===== config.mk =====
export PLATFORM = sky130hd
export DESIGN_NAME = pwg_top
export DESIGN_NICKNAME = d
export VERILOG_FILES = /design/src/verilog/pwg_pkg.sv /design/src/verilog/pwg_tick.sv /design/src/verilog/pwg_top.sv
export SDC_FILE = /design/constraint.sdc
export NUM_CORES = 1
export LEC_CHECK = 0
export ABC_CLOCK_PERIOD_IN_PS = 3720
export BUFFER_PORTS_ARGS = -buffer_cell sky130_fd_sc_hd__buf_2
export CAP_MARGIN = 20
export CELL_PAD_IN_SITES_DETAIL_PLACEMENT = 0
export CELL_PAD_IN_SITES_GLOBAL_PLACEMENT = 1
export CORE_ASPECT_RATIO = 1.25
export CORE_UTILIZATION = 40
export DETAILED_ROUTE_END_ITERATION = 8
export PLACE_DENSITY = 0.74
export SLEW_MARGIN = 40
export SYNTH_ARGS = -nofsm -noshare
export SYNTH_HDL_FRONTEND = slang
export SYNTH_SLANG_ARGS = --single-unit

===== constraint.sdc =====
create_clock -name clk_sys_i -period 3.72 [get_ports clk_sys_i]
set_clock_uncertainty 0.05 [all_clocks]
set_input_delay 0.186 -clock clk_sys_i [delete_from_list [all_inputs] [get_ports clk_sys_i]]
set_output_delay 0.186 -clock clk_sys_i [all_outputs]
set_load 0.05 [all_outputs]

===== src/verilog/pwg_pkg.sv =====
// package of constants for the pulse-width waveform generator
// Overview of operation
// - off count: low byte then high byte
// - on count: low byte then high byte
// - counts latch on on-time high write
// - counts advance on 2 us ticks
// - single-period mode clears enable after period
// - optional AND with gating input pin
package pwg_pkg;
   // register indices; each register is one word, so the byte address is index * 4
   localparam logic [7:0]  IDX_OFF_LOW   = 8'h2f;
   localparam logic [7:0]  IDX_OFF_HIGH  = 8'h30;
   localparam logic [7:0]  IDX_ON_LOW    = 8'h31;
   localparam logic [7:0]  IDX_ON_HIGH   = 8'h32;
   localparam logic [7:0]  IDX_CFG       = 8'h33;
   localparam logic [9:0]  ADDR_OFF_LOW  = {IDX_OFF_LOW, 2'b00};
   localparam logic [9:0]  ADDR_OFF_HIGH = {IDX_OFF_HIGH, 2'b00};
   localparam logic [9:0]  ADDR_ON_LOW   = {IDX_ON_LOW, 2'b00};
   localparam logic [9:0]  ADDR_ON_HIGH  = {IDX_ON_HIGH, 2'b00};
   localparam logic [9:0]  ADDR_CFG      = {IDX_CFG, 2'b00};
   // config field positions
   localparam int          CFG_EN_BIT    = 0;
   localparam int          CFG_MODE_BIT  = 1;
   localparam int          CFG_AND_BIT   = 2;
   localparam logic [7:0]  CFG_MASK      = 8'h07;
   localparam logic [7:0]  RESET_BYTE    = 8'h00;
   // tick timing
   localparam int          CLK_HZ        = 125000000;
   localparam int          TICK_NS       = 2000;
   localparam int          CLK_NS        = 8;
   localparam int          TICK_CYCLES   = TICK_NS / CLK_NS;
   localparam logic [7:0]  TICK_LAST     = 8'(TICK_CYCLES - 1);
   typedef enum logic [1:0] {PWG_IDLE, PWG_ON, PWG_OFF} pwg_state_t;
endpackage : pwg_pkg


===== src/verilog/pwg_tick.sv =====
// tick divider producing one pulse per count period
`timescale 1ns/1ns
module pwg_tick (
   input  wire logic clk_sys_i,
   input  wire logic reset_i,
   input  wire logic run_i,
   output logic      tick_o
);
   logic [7:0] cnt;
   logic [7:0] next_cnt;

   // restart from zero whenever idle so the first count is full length
   always_comb begin
      next_cnt = cnt + 8'h01;
      if (!run_i || cnt == pwg_pkg::TICK_LAST) begin
         next_cnt = 8'h00;
      end
   end

   always_ff @(posedge clk_sys_i) begin
      if (reset_i) begin
         cnt <= 8'h00;
      end else begin
         cnt <= next_cnt;
      end
   end

   assign tick_o = run_i && (cnt == pwg_pkg::TICK_LAST);
endmodule : pwg_tick


===== src/verilog/pwg_top.sv =====
// top of pulse-width waveform generator with apb register slave
//
// The APB interface to the registers is this design's own decision.
`timescale 1ns/1ns
module pwg_top (
   input  wire logic        clk_sys_i,
   input  wire logic        reset_i,
   input  wire logic        psel_i,
   input  wire logic        penable_i,
   input  wire logic        pwrite_i,
   input  wire logic [11:0] paddr_i,
   input  wire logic [31:0] pwdata_i,
   input  wire logic [3:0]  pstrb_i,
   output logic      [31:0] prdata_o,
   output logic             pready_o,
   output logic             pslverr_o,
   input  wire logic        gating_input_pin_i,
   output logic             pulse_o
);
   logic [7:0]            off_count_low;
   logic [7:0]            off_count_high;
   logic [7:0]            on_count_low;
   logic [7:0]            on_count_high;
   logic [7:0]            cfg;
   logic [15:0]           on_latch;
   logic [15:0]           off_latch;
   logic [15:0]           cnt;
   pwg_pkg::pwg_state_t   state;
   logic [31:0]           rdata;
   logic                  pulse;
   logic                  gate_s1;
   logic                  gate_s2;
   logic [7:0]            next_off_count_low;
   logic [7:0]            next_off_count_high;
   logic [7:0]            next_on_count_low;
   logic [7:0]            next_on_count_high;
   logic [7:0]            next_cfg;
   logic [15:0]           next_on_latch;
   logic [15:0]           next_off_latch;
   logic [15:0]           next_cnt;
   pwg_pkg::pwg_state_t   next_state;
   logic [31:0]           next_rdata;
   logic                  next_pulse;
   logic                  wr;
   logic                  rd;
   logic                  hit;
   logic                  tick;
   logic                  one_done;

   // zero-wait slave: every access completes in its first access cycle
   assign pready_o  = 1'b1;
   assign pslverr_o = psel_i && penable_i && !hit;
   assign wr        = psel_i && penable_i && pwrite_i && pstrb_i[0];
   assign rd        = psel_i && penable_i && !pwrite_i;
   assign prdata_o  = rdata;

   // address decode, bits [1:0] ignored since words are aligned
   // upper address bits must be zero; anything else is refused with an error
   always_comb begin
      hit = 1'b1;
      case ({paddr_i[11:2], 2'b00})
         {2'b00, pwg_pkg::ADDR_OFF_LOW}:  next_rdata = {24'h000000, off_count_low};
         {2'b00, pwg_pkg::ADDR_OFF_HIGH}: next_rdata = {24'h000000, off_count_high};
         {2'b00, pwg_pkg::ADDR_ON_LOW}:   next_rdata = {24'h000000, on_count_low};
         {2'b00, pwg_pkg::ADDR_ON_HIGH}:  next_rdata = {24'h000000, on_count_high};
         {2'b00, pwg_pkg::ADDR_CFG}:      next_rdata = {24'h000000, cfg};
         default: begin
            hit        = 1'b0;
            next_rdata = 32'h00000000;
         end
      endcase
      if (!(psel_i && !penable_i)) begin
         next_rdata = rdata; // read data captured in setup, held through access
      end
   end

   // register writes; byte pairs form the 16-bit counts
   always_comb begin
      next_off_count_low  = off_count_low;
      next_off_count_high = off_count_high;
      next_on_count_low   = on_count_low;
      next_on_count_high  = on_count_high;
      next_cfg            = cfg;
      next_on_latch       = on_latch;
      next_off_latch      = off_latch;
      // reserved config bits are masked off here, so they always read as zero
      if (wr && hit) begin
         case (paddr_i[9:2])
            pwg_pkg::IDX_OFF_LOW:  next_off_count_low  = pwdata_i[7:0];
            pwg_pkg::IDX_OFF_HIGH: next_off_count_high = pwdata_i[7:0];
            pwg_pkg::IDX_ON_LOW:   next_on_count_low   = pwdata_i[7:0];
            pwg_pkg::IDX_ON_HIGH: begin
               next_on_count_high = pwdata_i[7:0];
               // only this write moves the counts into the generator
               next_on_latch  = {pwdata_i[7:0], on_count_low};
               next_off_latch = {off_count_high, off_count_low};
            end
            pwg_pkg::IDX_CFG:      next_cfg = pwdata_i[7:0] & pwg_pkg::CFG_MASK;
            default:               next_cfg = cfg;
         endcase
      end
      // self-clear wins over a write in the same cycle so the period still ends
      if (one_done) begin
         next_cfg[pwg_pkg::CFG_EN_BIT] = 1'b0;
      end
   end

   // the divider runs only while a period is in progress, so it restarts when the
   // sequencer leaves idle and the first on phase is as long as the later ones
   pwg_tick pwg_tick_inst (
      .clk_sys_i (clk_sys_i),
      .reset_i   (reset_i),
      .run_i     (state != pwg_pkg::PWG_IDLE),
      .tick_o    (tick)
   );

   // period sequencer: on phase, then off phase
   always_comb begin
      next_state = state;
      next_cnt   = cnt;
      one_done   = 1'b0;
      // a zero count is served as one tick; the output stays low for a zero on count
      case (state)
         pwg_pkg::PWG_IDLE: begin
            next_cnt = 16'h0000;
            if (cfg[pwg_pkg::CFG_EN_BIT]) begin
               next_state = pwg_pkg::PWG_ON;
            end
         end
         pwg_pkg::PWG_ON: begin
            if (tick) begin
               next_cnt = cnt + 16'h0001;
               if (cnt + 16'h0001 >= on_latch || on_latch == 16'h0000) begin
                  next_cnt   = 16'h0000;
                  next_state = pwg_pkg::PWG_OFF;
               end
            end
         end
         pwg_pkg::PWG_OFF: begin
            if (tick) begin
               next_cnt = cnt + 16'h0001;
               if (cnt + 16'h0001 >= off_latch || off_latch == 16'h0000) begin
                  next_cnt   = 16'h0000;
                  next_state = pwg_pkg::PWG_ON;
                  if (cfg[pwg_pkg::CFG_MODE_BIT]) begin
                     one_done   = 1'b1;
                     next_state = pwg_pkg::PWG_IDLE;
                  end
               end
            end
         end
         default: next_state = pwg_pkg::PWG_IDLE;
      endcase
      if (!cfg[pwg_pkg::CFG_EN_BIT]) begin
         next_state = pwg_pkg::PWG_IDLE;
         next_cnt   = 16'h0000;
      end
   end

   // output, optionally gated by the synchronised pin
   // the pin reaches the output three clocks late; pin pulses shorter than one clock may be lost
   always_comb begin
      next_pulse = (state == pwg_pkg::PWG_ON) && (on_latch != 16'h0000);
      if (cfg[pwg_pkg::CFG_AND_BIT]) begin
         next_pulse = next_pulse && gate_s2;
      end
   end

   // register bank flops
   always_ff @(posedge clk_sys_i) begin
      if (reset_i) begin
         off_count_low  <= pwg_pkg::RESET_BYTE;
         off_count_high <= pwg_pkg::RESET_BYTE;
         on_count_low   <= pwg_pkg::RESET_BYTE;
         on_count_high  <= pwg_pkg::RESET_BYTE;
         cfg            <= pwg_pkg::RESET_BYTE;
         on_latch       <= 16'h0000;
         off_latch      <= 16'h0000;
      end else begin
         off_count_low  <= next_off_count_low;
         off_count_high <= next_off_count_high;
         on_count_low   <= next_on_count_low;
         on_count_high  <= next_on_count_high;
         cfg            <= next_cfg;
         on_latch       <= next_on_latch;
         off_latch      <= next_off_latch;
      end
   end

   // read data flop; it only moves in a setup cycle
   always_ff @(posedge clk_sys_i) begin
      if (reset_i) begin
         rdata <= 32'h00000000;
      end else begin
         rdata <= next_rdata;
      end
   end

   // sequencer flops
   always_ff @(posedge clk_sys_i) begin
      if (reset_i) begin
         cnt   <= 16'h0000;
         state <= pwg_pkg::PWG_IDLE;
      end else begin
         cnt   <= next_cnt;
         state <= next_state;
      end
   end

   // output flop and pin synchroniser; logic reads only the second stage
   always_ff @(posedge clk_sys_i) begin
      if (reset_i) begin
         pulse   <= 1'b0;
         gate_s1 <= 1'b0;
         gate_s2 <= 1'b0;
      end else begin
         pulse   <= next_pulse;
         gate_s1 <= gating_input_pin_i;
         gate_s2 <= gate_s1;
      end
   end

   assign pulse_o = pulse;
endmodule : pwg_top


### After elaboration in Yosys (flattened, before gate mapping)

Index checks and enable logic that the tools add are counted.

| storage, ports and cells | value |
|---|---|
| register bits after elaboration | 128 |
| input port bits | 54 |
| output and inout port bits | 35 |
| word-level logic and storage cells | 87 |

| operators by class | value |
|---|---|
| add/sub/neg operators | 2 |
| $lt $le $gt $ge | 2 |
| eq/ne operators | 17 |
| muxes and demuxes | 18 |
| bitwise logic cells | 1 |
| reduce and logical (&&, ||, !) cells | 32 |

Operators with widths:

| cell | number |
|---|---|
| 16-bit 2-to-1 mux | 4 |
| 10-bit by 6-bit == test with 1-bit output, second input constant | 5 |
| 16-bit case mux with 3 select lines | 1 |
| 8-bit by 6-bit == test with 1-bit output, second input constant | 5 |
| 8-bit case mux with 5 select lines | 1 |
| 16-bit >= comparator | 2 |
| 16-bit logical NOT | 2 |
| 16-bit by 1-bit adder with 16-bit output, second input constant | 1 |
| 16-bit nonzero test | 1 |
| 2-bit AND reduction | 5 |
| 1-bit logical AND | 9 |
| 8-bit by 1-bit adder with 8-bit output, second input constant | 1 |
| 8-bit == test, second input constant | 1 |
| 2-bit 2-to-1 mux | 4 |
| 1-bit 2-to-1 mux | 7 |
| 2-bit case mux with 3 select lines | 1 |
| 2-bit OR reduction | 3 |
| 5-bit OR reduction | 1 |
| 2-bit by 1-bit inequality test with 1-bit output, second input constant | 2 |
| 2-bit inequality test, second input constant | 2 |
| 4-bit AND reduction | 1 |
| 1-bit logical NOT | 3 |
| 1-bit logical OR | 3 |
| 3-bit AND reduction | 1 |
| other kinds (6) | 6 |

### Depth between registers and ports, before layout

| depth | value |
|---|---|
| depth after elaboration | 7 |
| mapped depth | 14 |

### Hierarchy

From an unflattened synthesis, not the netlist that was laid out.

| second synthesis, totals | value |
|---|---|
| cells, all modules | 648 |
| area, all modules | 5182.5 um2 |

By module, submodules not included:

| module | instances | cells each | area each (um2) | sequential area each (um2) |
|---|---|---|---|---|
| pwg_top | 1 | 599 | 4773.3 | 1761.7 |
| pwg_tick | 1 | 49 | 409.1 | 160.2 |

### Least setup slack after synthesis

No wires, ideal clock.

| timing | value |
|---|---|
| kind | register to register |
| from | register cnt[0] |
| to | register state[0] |
| library setup time | 87 ps |
| arrival | 3149 ps |
| path slack | 434 ps |
| cell stages (with the launch flop) | 14 |
| clock period less this slack | 3286 ps |
| cells stage by stage | dfxtp_1 -> and3_1 -> nand3_1 -> nor2_1 -> nor2b_1 -> or2_2 -> ha_1 -> nand4_1 -> or3_1 -> o31a_1 -> and4_4 -> buf_6 -> or4_1 -> o31ai_1 |

| on the way | value |
|---|---|
| longest elaborated chain between the ends | 5 |

RTL lines:

| element | line | text |
|---|---|---|
| from (decl) | pwg_top.sv:27 | `logic [15:0] cnt;` |
| from (signal assigned) | pwg_top.sv:205 | `cnt <= next_cnt;` |
| 16-bit by 1-bit adder with 16-bit output * | pwg_top.sv:133, pwg_top.sv:142 |  |
| 16-bit >= comparator, on equally long branches | pwg_top.sv:142, pwg_top.sv:133 |  |
| 1-bit logical OR, on equally long branches | pwg_top.sv:142, pwg_top.sv:133 |  |
| 2-bit inequality test (no source line) | n/a |  |
| 4-bit AND reduction (no source line) * | n/a |  |
| to (signal assigned) | pwg_top.sv:203 | `state <= pwg_pkg::PWG_IDLE;` |
| to (signal assigned) | pwg_top.sv:206 | `state <= next_state;` |
| to (decl) | pwg_top.sv:28 | `pwg_pkg::pwg_state_t state;` |

Mark *: on every way between the ends. The rest lies on a longest branch, timed or not.
A chain may end at the register's enable or synchronous reset.

### Worst setup path in the final report

| timing | value |
|---|---|
| from | register cnt[1] |
| to | register state[0] |

Same word-level chain as after synthesis.

==> out/qor.yml <==
min_path:
  hold_path.class: "in2reg"
  hp-start: "pwdata_i[4]"
  min_path_cells: 3
flow_run:
  drv_cap: 0
yosys:
  async_flop_share: 0
  ys_top_cells_by_count: "dfxtp_1 (96), nand2_1 (86), nor2_1 (60), a21oi_1 (43), ha_1 (39)"
  synthCells: 603
  synth_edf_count: 0
  yosysMostFrequentCell: "dfxtp_1"
  yosys.area.top_type: "dfxtp_1"
  synth_top_area_share: 0.373
  yosys_warnings: 0
  synth-main-ff-cell: "dfxtp_1"
  syn_avg_cell_area_um2: 8.54
  synth_area_leaders: "dfxtp_1 (37%), ha_1 (9.5%), nand2_1 (6.3%)"
  ys_seq_area_frac: 0.373
  netlist_area_um2: 5150
  netlist-cell-type-count: 53
  ys_ff_latch: 96
clock_tree:
  cts_setup_buffers: 0
  clkSinkCount: 96
  clk_path_buf_depth: 2
  insertion_delay_ns: 0.35
  cts_buffers: 9
  clkTransAtPathRegs_ns: 0.07
  root_buffer: "clkbuf_16"
  htree_levels: 3
  cts_tree: "built"
sta:
  setup_viol: 0
  maxSlewHeadroom: 0.437
  drv_slew: 0
  hold_ws_ns: 0.0598
  layout_min_cycle_time_ns: 3.50
  tns_ns: 0
  rsz0062_at_grt: "no"
  hold_viol: 0
  worst_pin_slew_ns: 0.838
  fmax_mhz: 285
  fin_crit_sh: 0.942
worst_setup_path:
  rr_worst_depth: 14
  crit_type: "reg2reg"
  cp_top_family: "simple AND/OR/NAND/NOR gates"
  cp_cell_sequence: "ha_1 -> nand3_1 -> nor2_1 -> nand3_1 -> nor2_1 -> xor2_1 -> buf_4 -> ha_1 -> nand4_1 -> or3_1 -> o31a_1 -> and4_4 -> or4_1 -> o31ai_1"
  crit_fanout: 4
  cp_data_arrival_time_ns: 3.71
  crit_required_ns: 3.93
  cp_num_buf_inv: 1
  crit_start: "cnt[1]"
  crit_path_top_delay_cell: "or4_1"
  crit_path_end_kind: "flop"
  path_depth: 14
  slowest_delay_ns: 0.46
  rr_startpoint: "cnt[1]"
  start_kind: "flop"
die:
  rows: 46
  io_pins: 89
  dieArea_um2: 13300
  initial_core_util: 0.409
  coreArea_um2: 12600
  dieWidth_um: 104
  die_h_um: 129
routing:
  initialDrtViolationCount: 170
  ant_nets: 0
  met3_length_um: 331
  wire_per_inst_um: 15.5
  wirelength_um: 12500
  dr.max_layer_used: "met4"
  wl_met2_um: 6130
  remaining_drc_errors: 0
  vias_per_cell: 5.15
  first_pass_iters: 4
  vias: 4169
  m1WireLength_um: 5620
cells_and_area:
  diodes: 0
  fin_area_um2: 5780
  area_growth_pct: 12.2
  drive_above_1_share: 0.133
  nNetsFinal: 729
grt:
  grt_overflow_total: 0
  grt_util_all_layers: 0.192
  antenna_found_initial: 0
  grt_pass1_vias: 3974
  grt_pass1_wl_um: 20100
  grt_max_degree: 72
placement:
  placed_cell_area_um2: 5440
  dp.final_hpwl_um: 9560
  place.gp.congestion: 0.816
  portBuffers: 34
status:
  status: "complete, no violations"
power_and_ir_drop:
  ir_drop_v: 0.000238
  powerDensity_nw_per_um2: 368
  p_leak_nw: 2.30
-- final cells by class --
class	count	area, um2
fill	1259	6820
sequential	96	1920
clock buffer	11	243
clock inverter	5	63.8
inverter	38	143
tap	168	210
multi-input combinational	442	2920
timing repair buffer	49	285
-- report_power, final --
part           leakage (nW)  switching [mW]  internal [mW]
Sequential            0.775         0.00234           1.03
Combinational          1.38           0.112         0.0236
Clock                 0.147           0.413          0.546
-- worst min-delay path, cell delays in order --
cell and delay [ns]:
buf_2 0.12, nand2_1 0.05, a21oi_1 0.05
-- flip-flops by register name, summed over array words and instances, names as in the netlist --
signal,flops
off_count_low,8
on_latch,8
pulse_o,1
on_count_high,8
off_count_high,8
cnt,16
prdata_o,8
cfg,3
on_count_low,8
gate_s1,1
off_latch,16
gate_s2,1
state,2
pwg_tick_inst.cnt,8
-- per-layer routing --
layer,vias up,track usage
li1,2135,-
met1,1930,0.237
met2,79,0.332
met3,25,0.0198
met4,0,0.105
met5,-,0
-- worst paths after layout --
| path | end | slack [ns] |
|---|---|---|
| worst max-delay path | state[0] | 0.22 |
| worst min-delay path | on_count_high[4] | 0.06 |
| worst max register to register | state[0] | 0.22 |
| worst min register to register | gate_s2 | 0.40 |
-- logic make-up after synthesis --
logic type,synth area share
AND/OR/NAND/NOR,0.213
AO/OA/AOI/OAI,0.128
flip-flops,0.373
buffers and inverters,0.0857
adder cells (fa/ha/maj),0.0947
multiplexers,0.0753
XOR/XNOR,0.0289
other,0.00146
-- what timing repair did --
| item | 4_1_cts | 5_1_grt |
|---|---|---|
| gates resized for setup | 0 | 4 |
| hold endpoints to repair | 1 | 0 |
| setup endpoints to repair | 0 | 13 |
| hold buffers | 1 | 0 |
-- stage by stage --
step	std cells	util	power [mW]	worst slack [ns]
floorplan	626	-	1.18	0.434
global placement	792	0.431	1.19	0.261
detailed placement	792	0.431	1.19	0.231
CTS	809	0.457	2.15	0.198
global route	809	0.459	2.20	0.00845
finish	809	0.459	2.13	0.217
-- placed cells by master, fill, tap and decap left out, drive strengths merged, types with 9 or more instances in the layout --
cell type	Yosys	routed
inv	38	40
nand4	14	14
a211oi	12	12
dfxtp	96	96
xnor2	10	10
mux2i	32	32
buf	31	48
ha	39	39
nor3	9	9
nor4	11	11
a32o	12	12
nand2	86	86
nor2	60	60
conb	2	25
clkbuf	19	11
a21oi	43	43
nand3	14	14
Power figures use the tool's default switching activity.
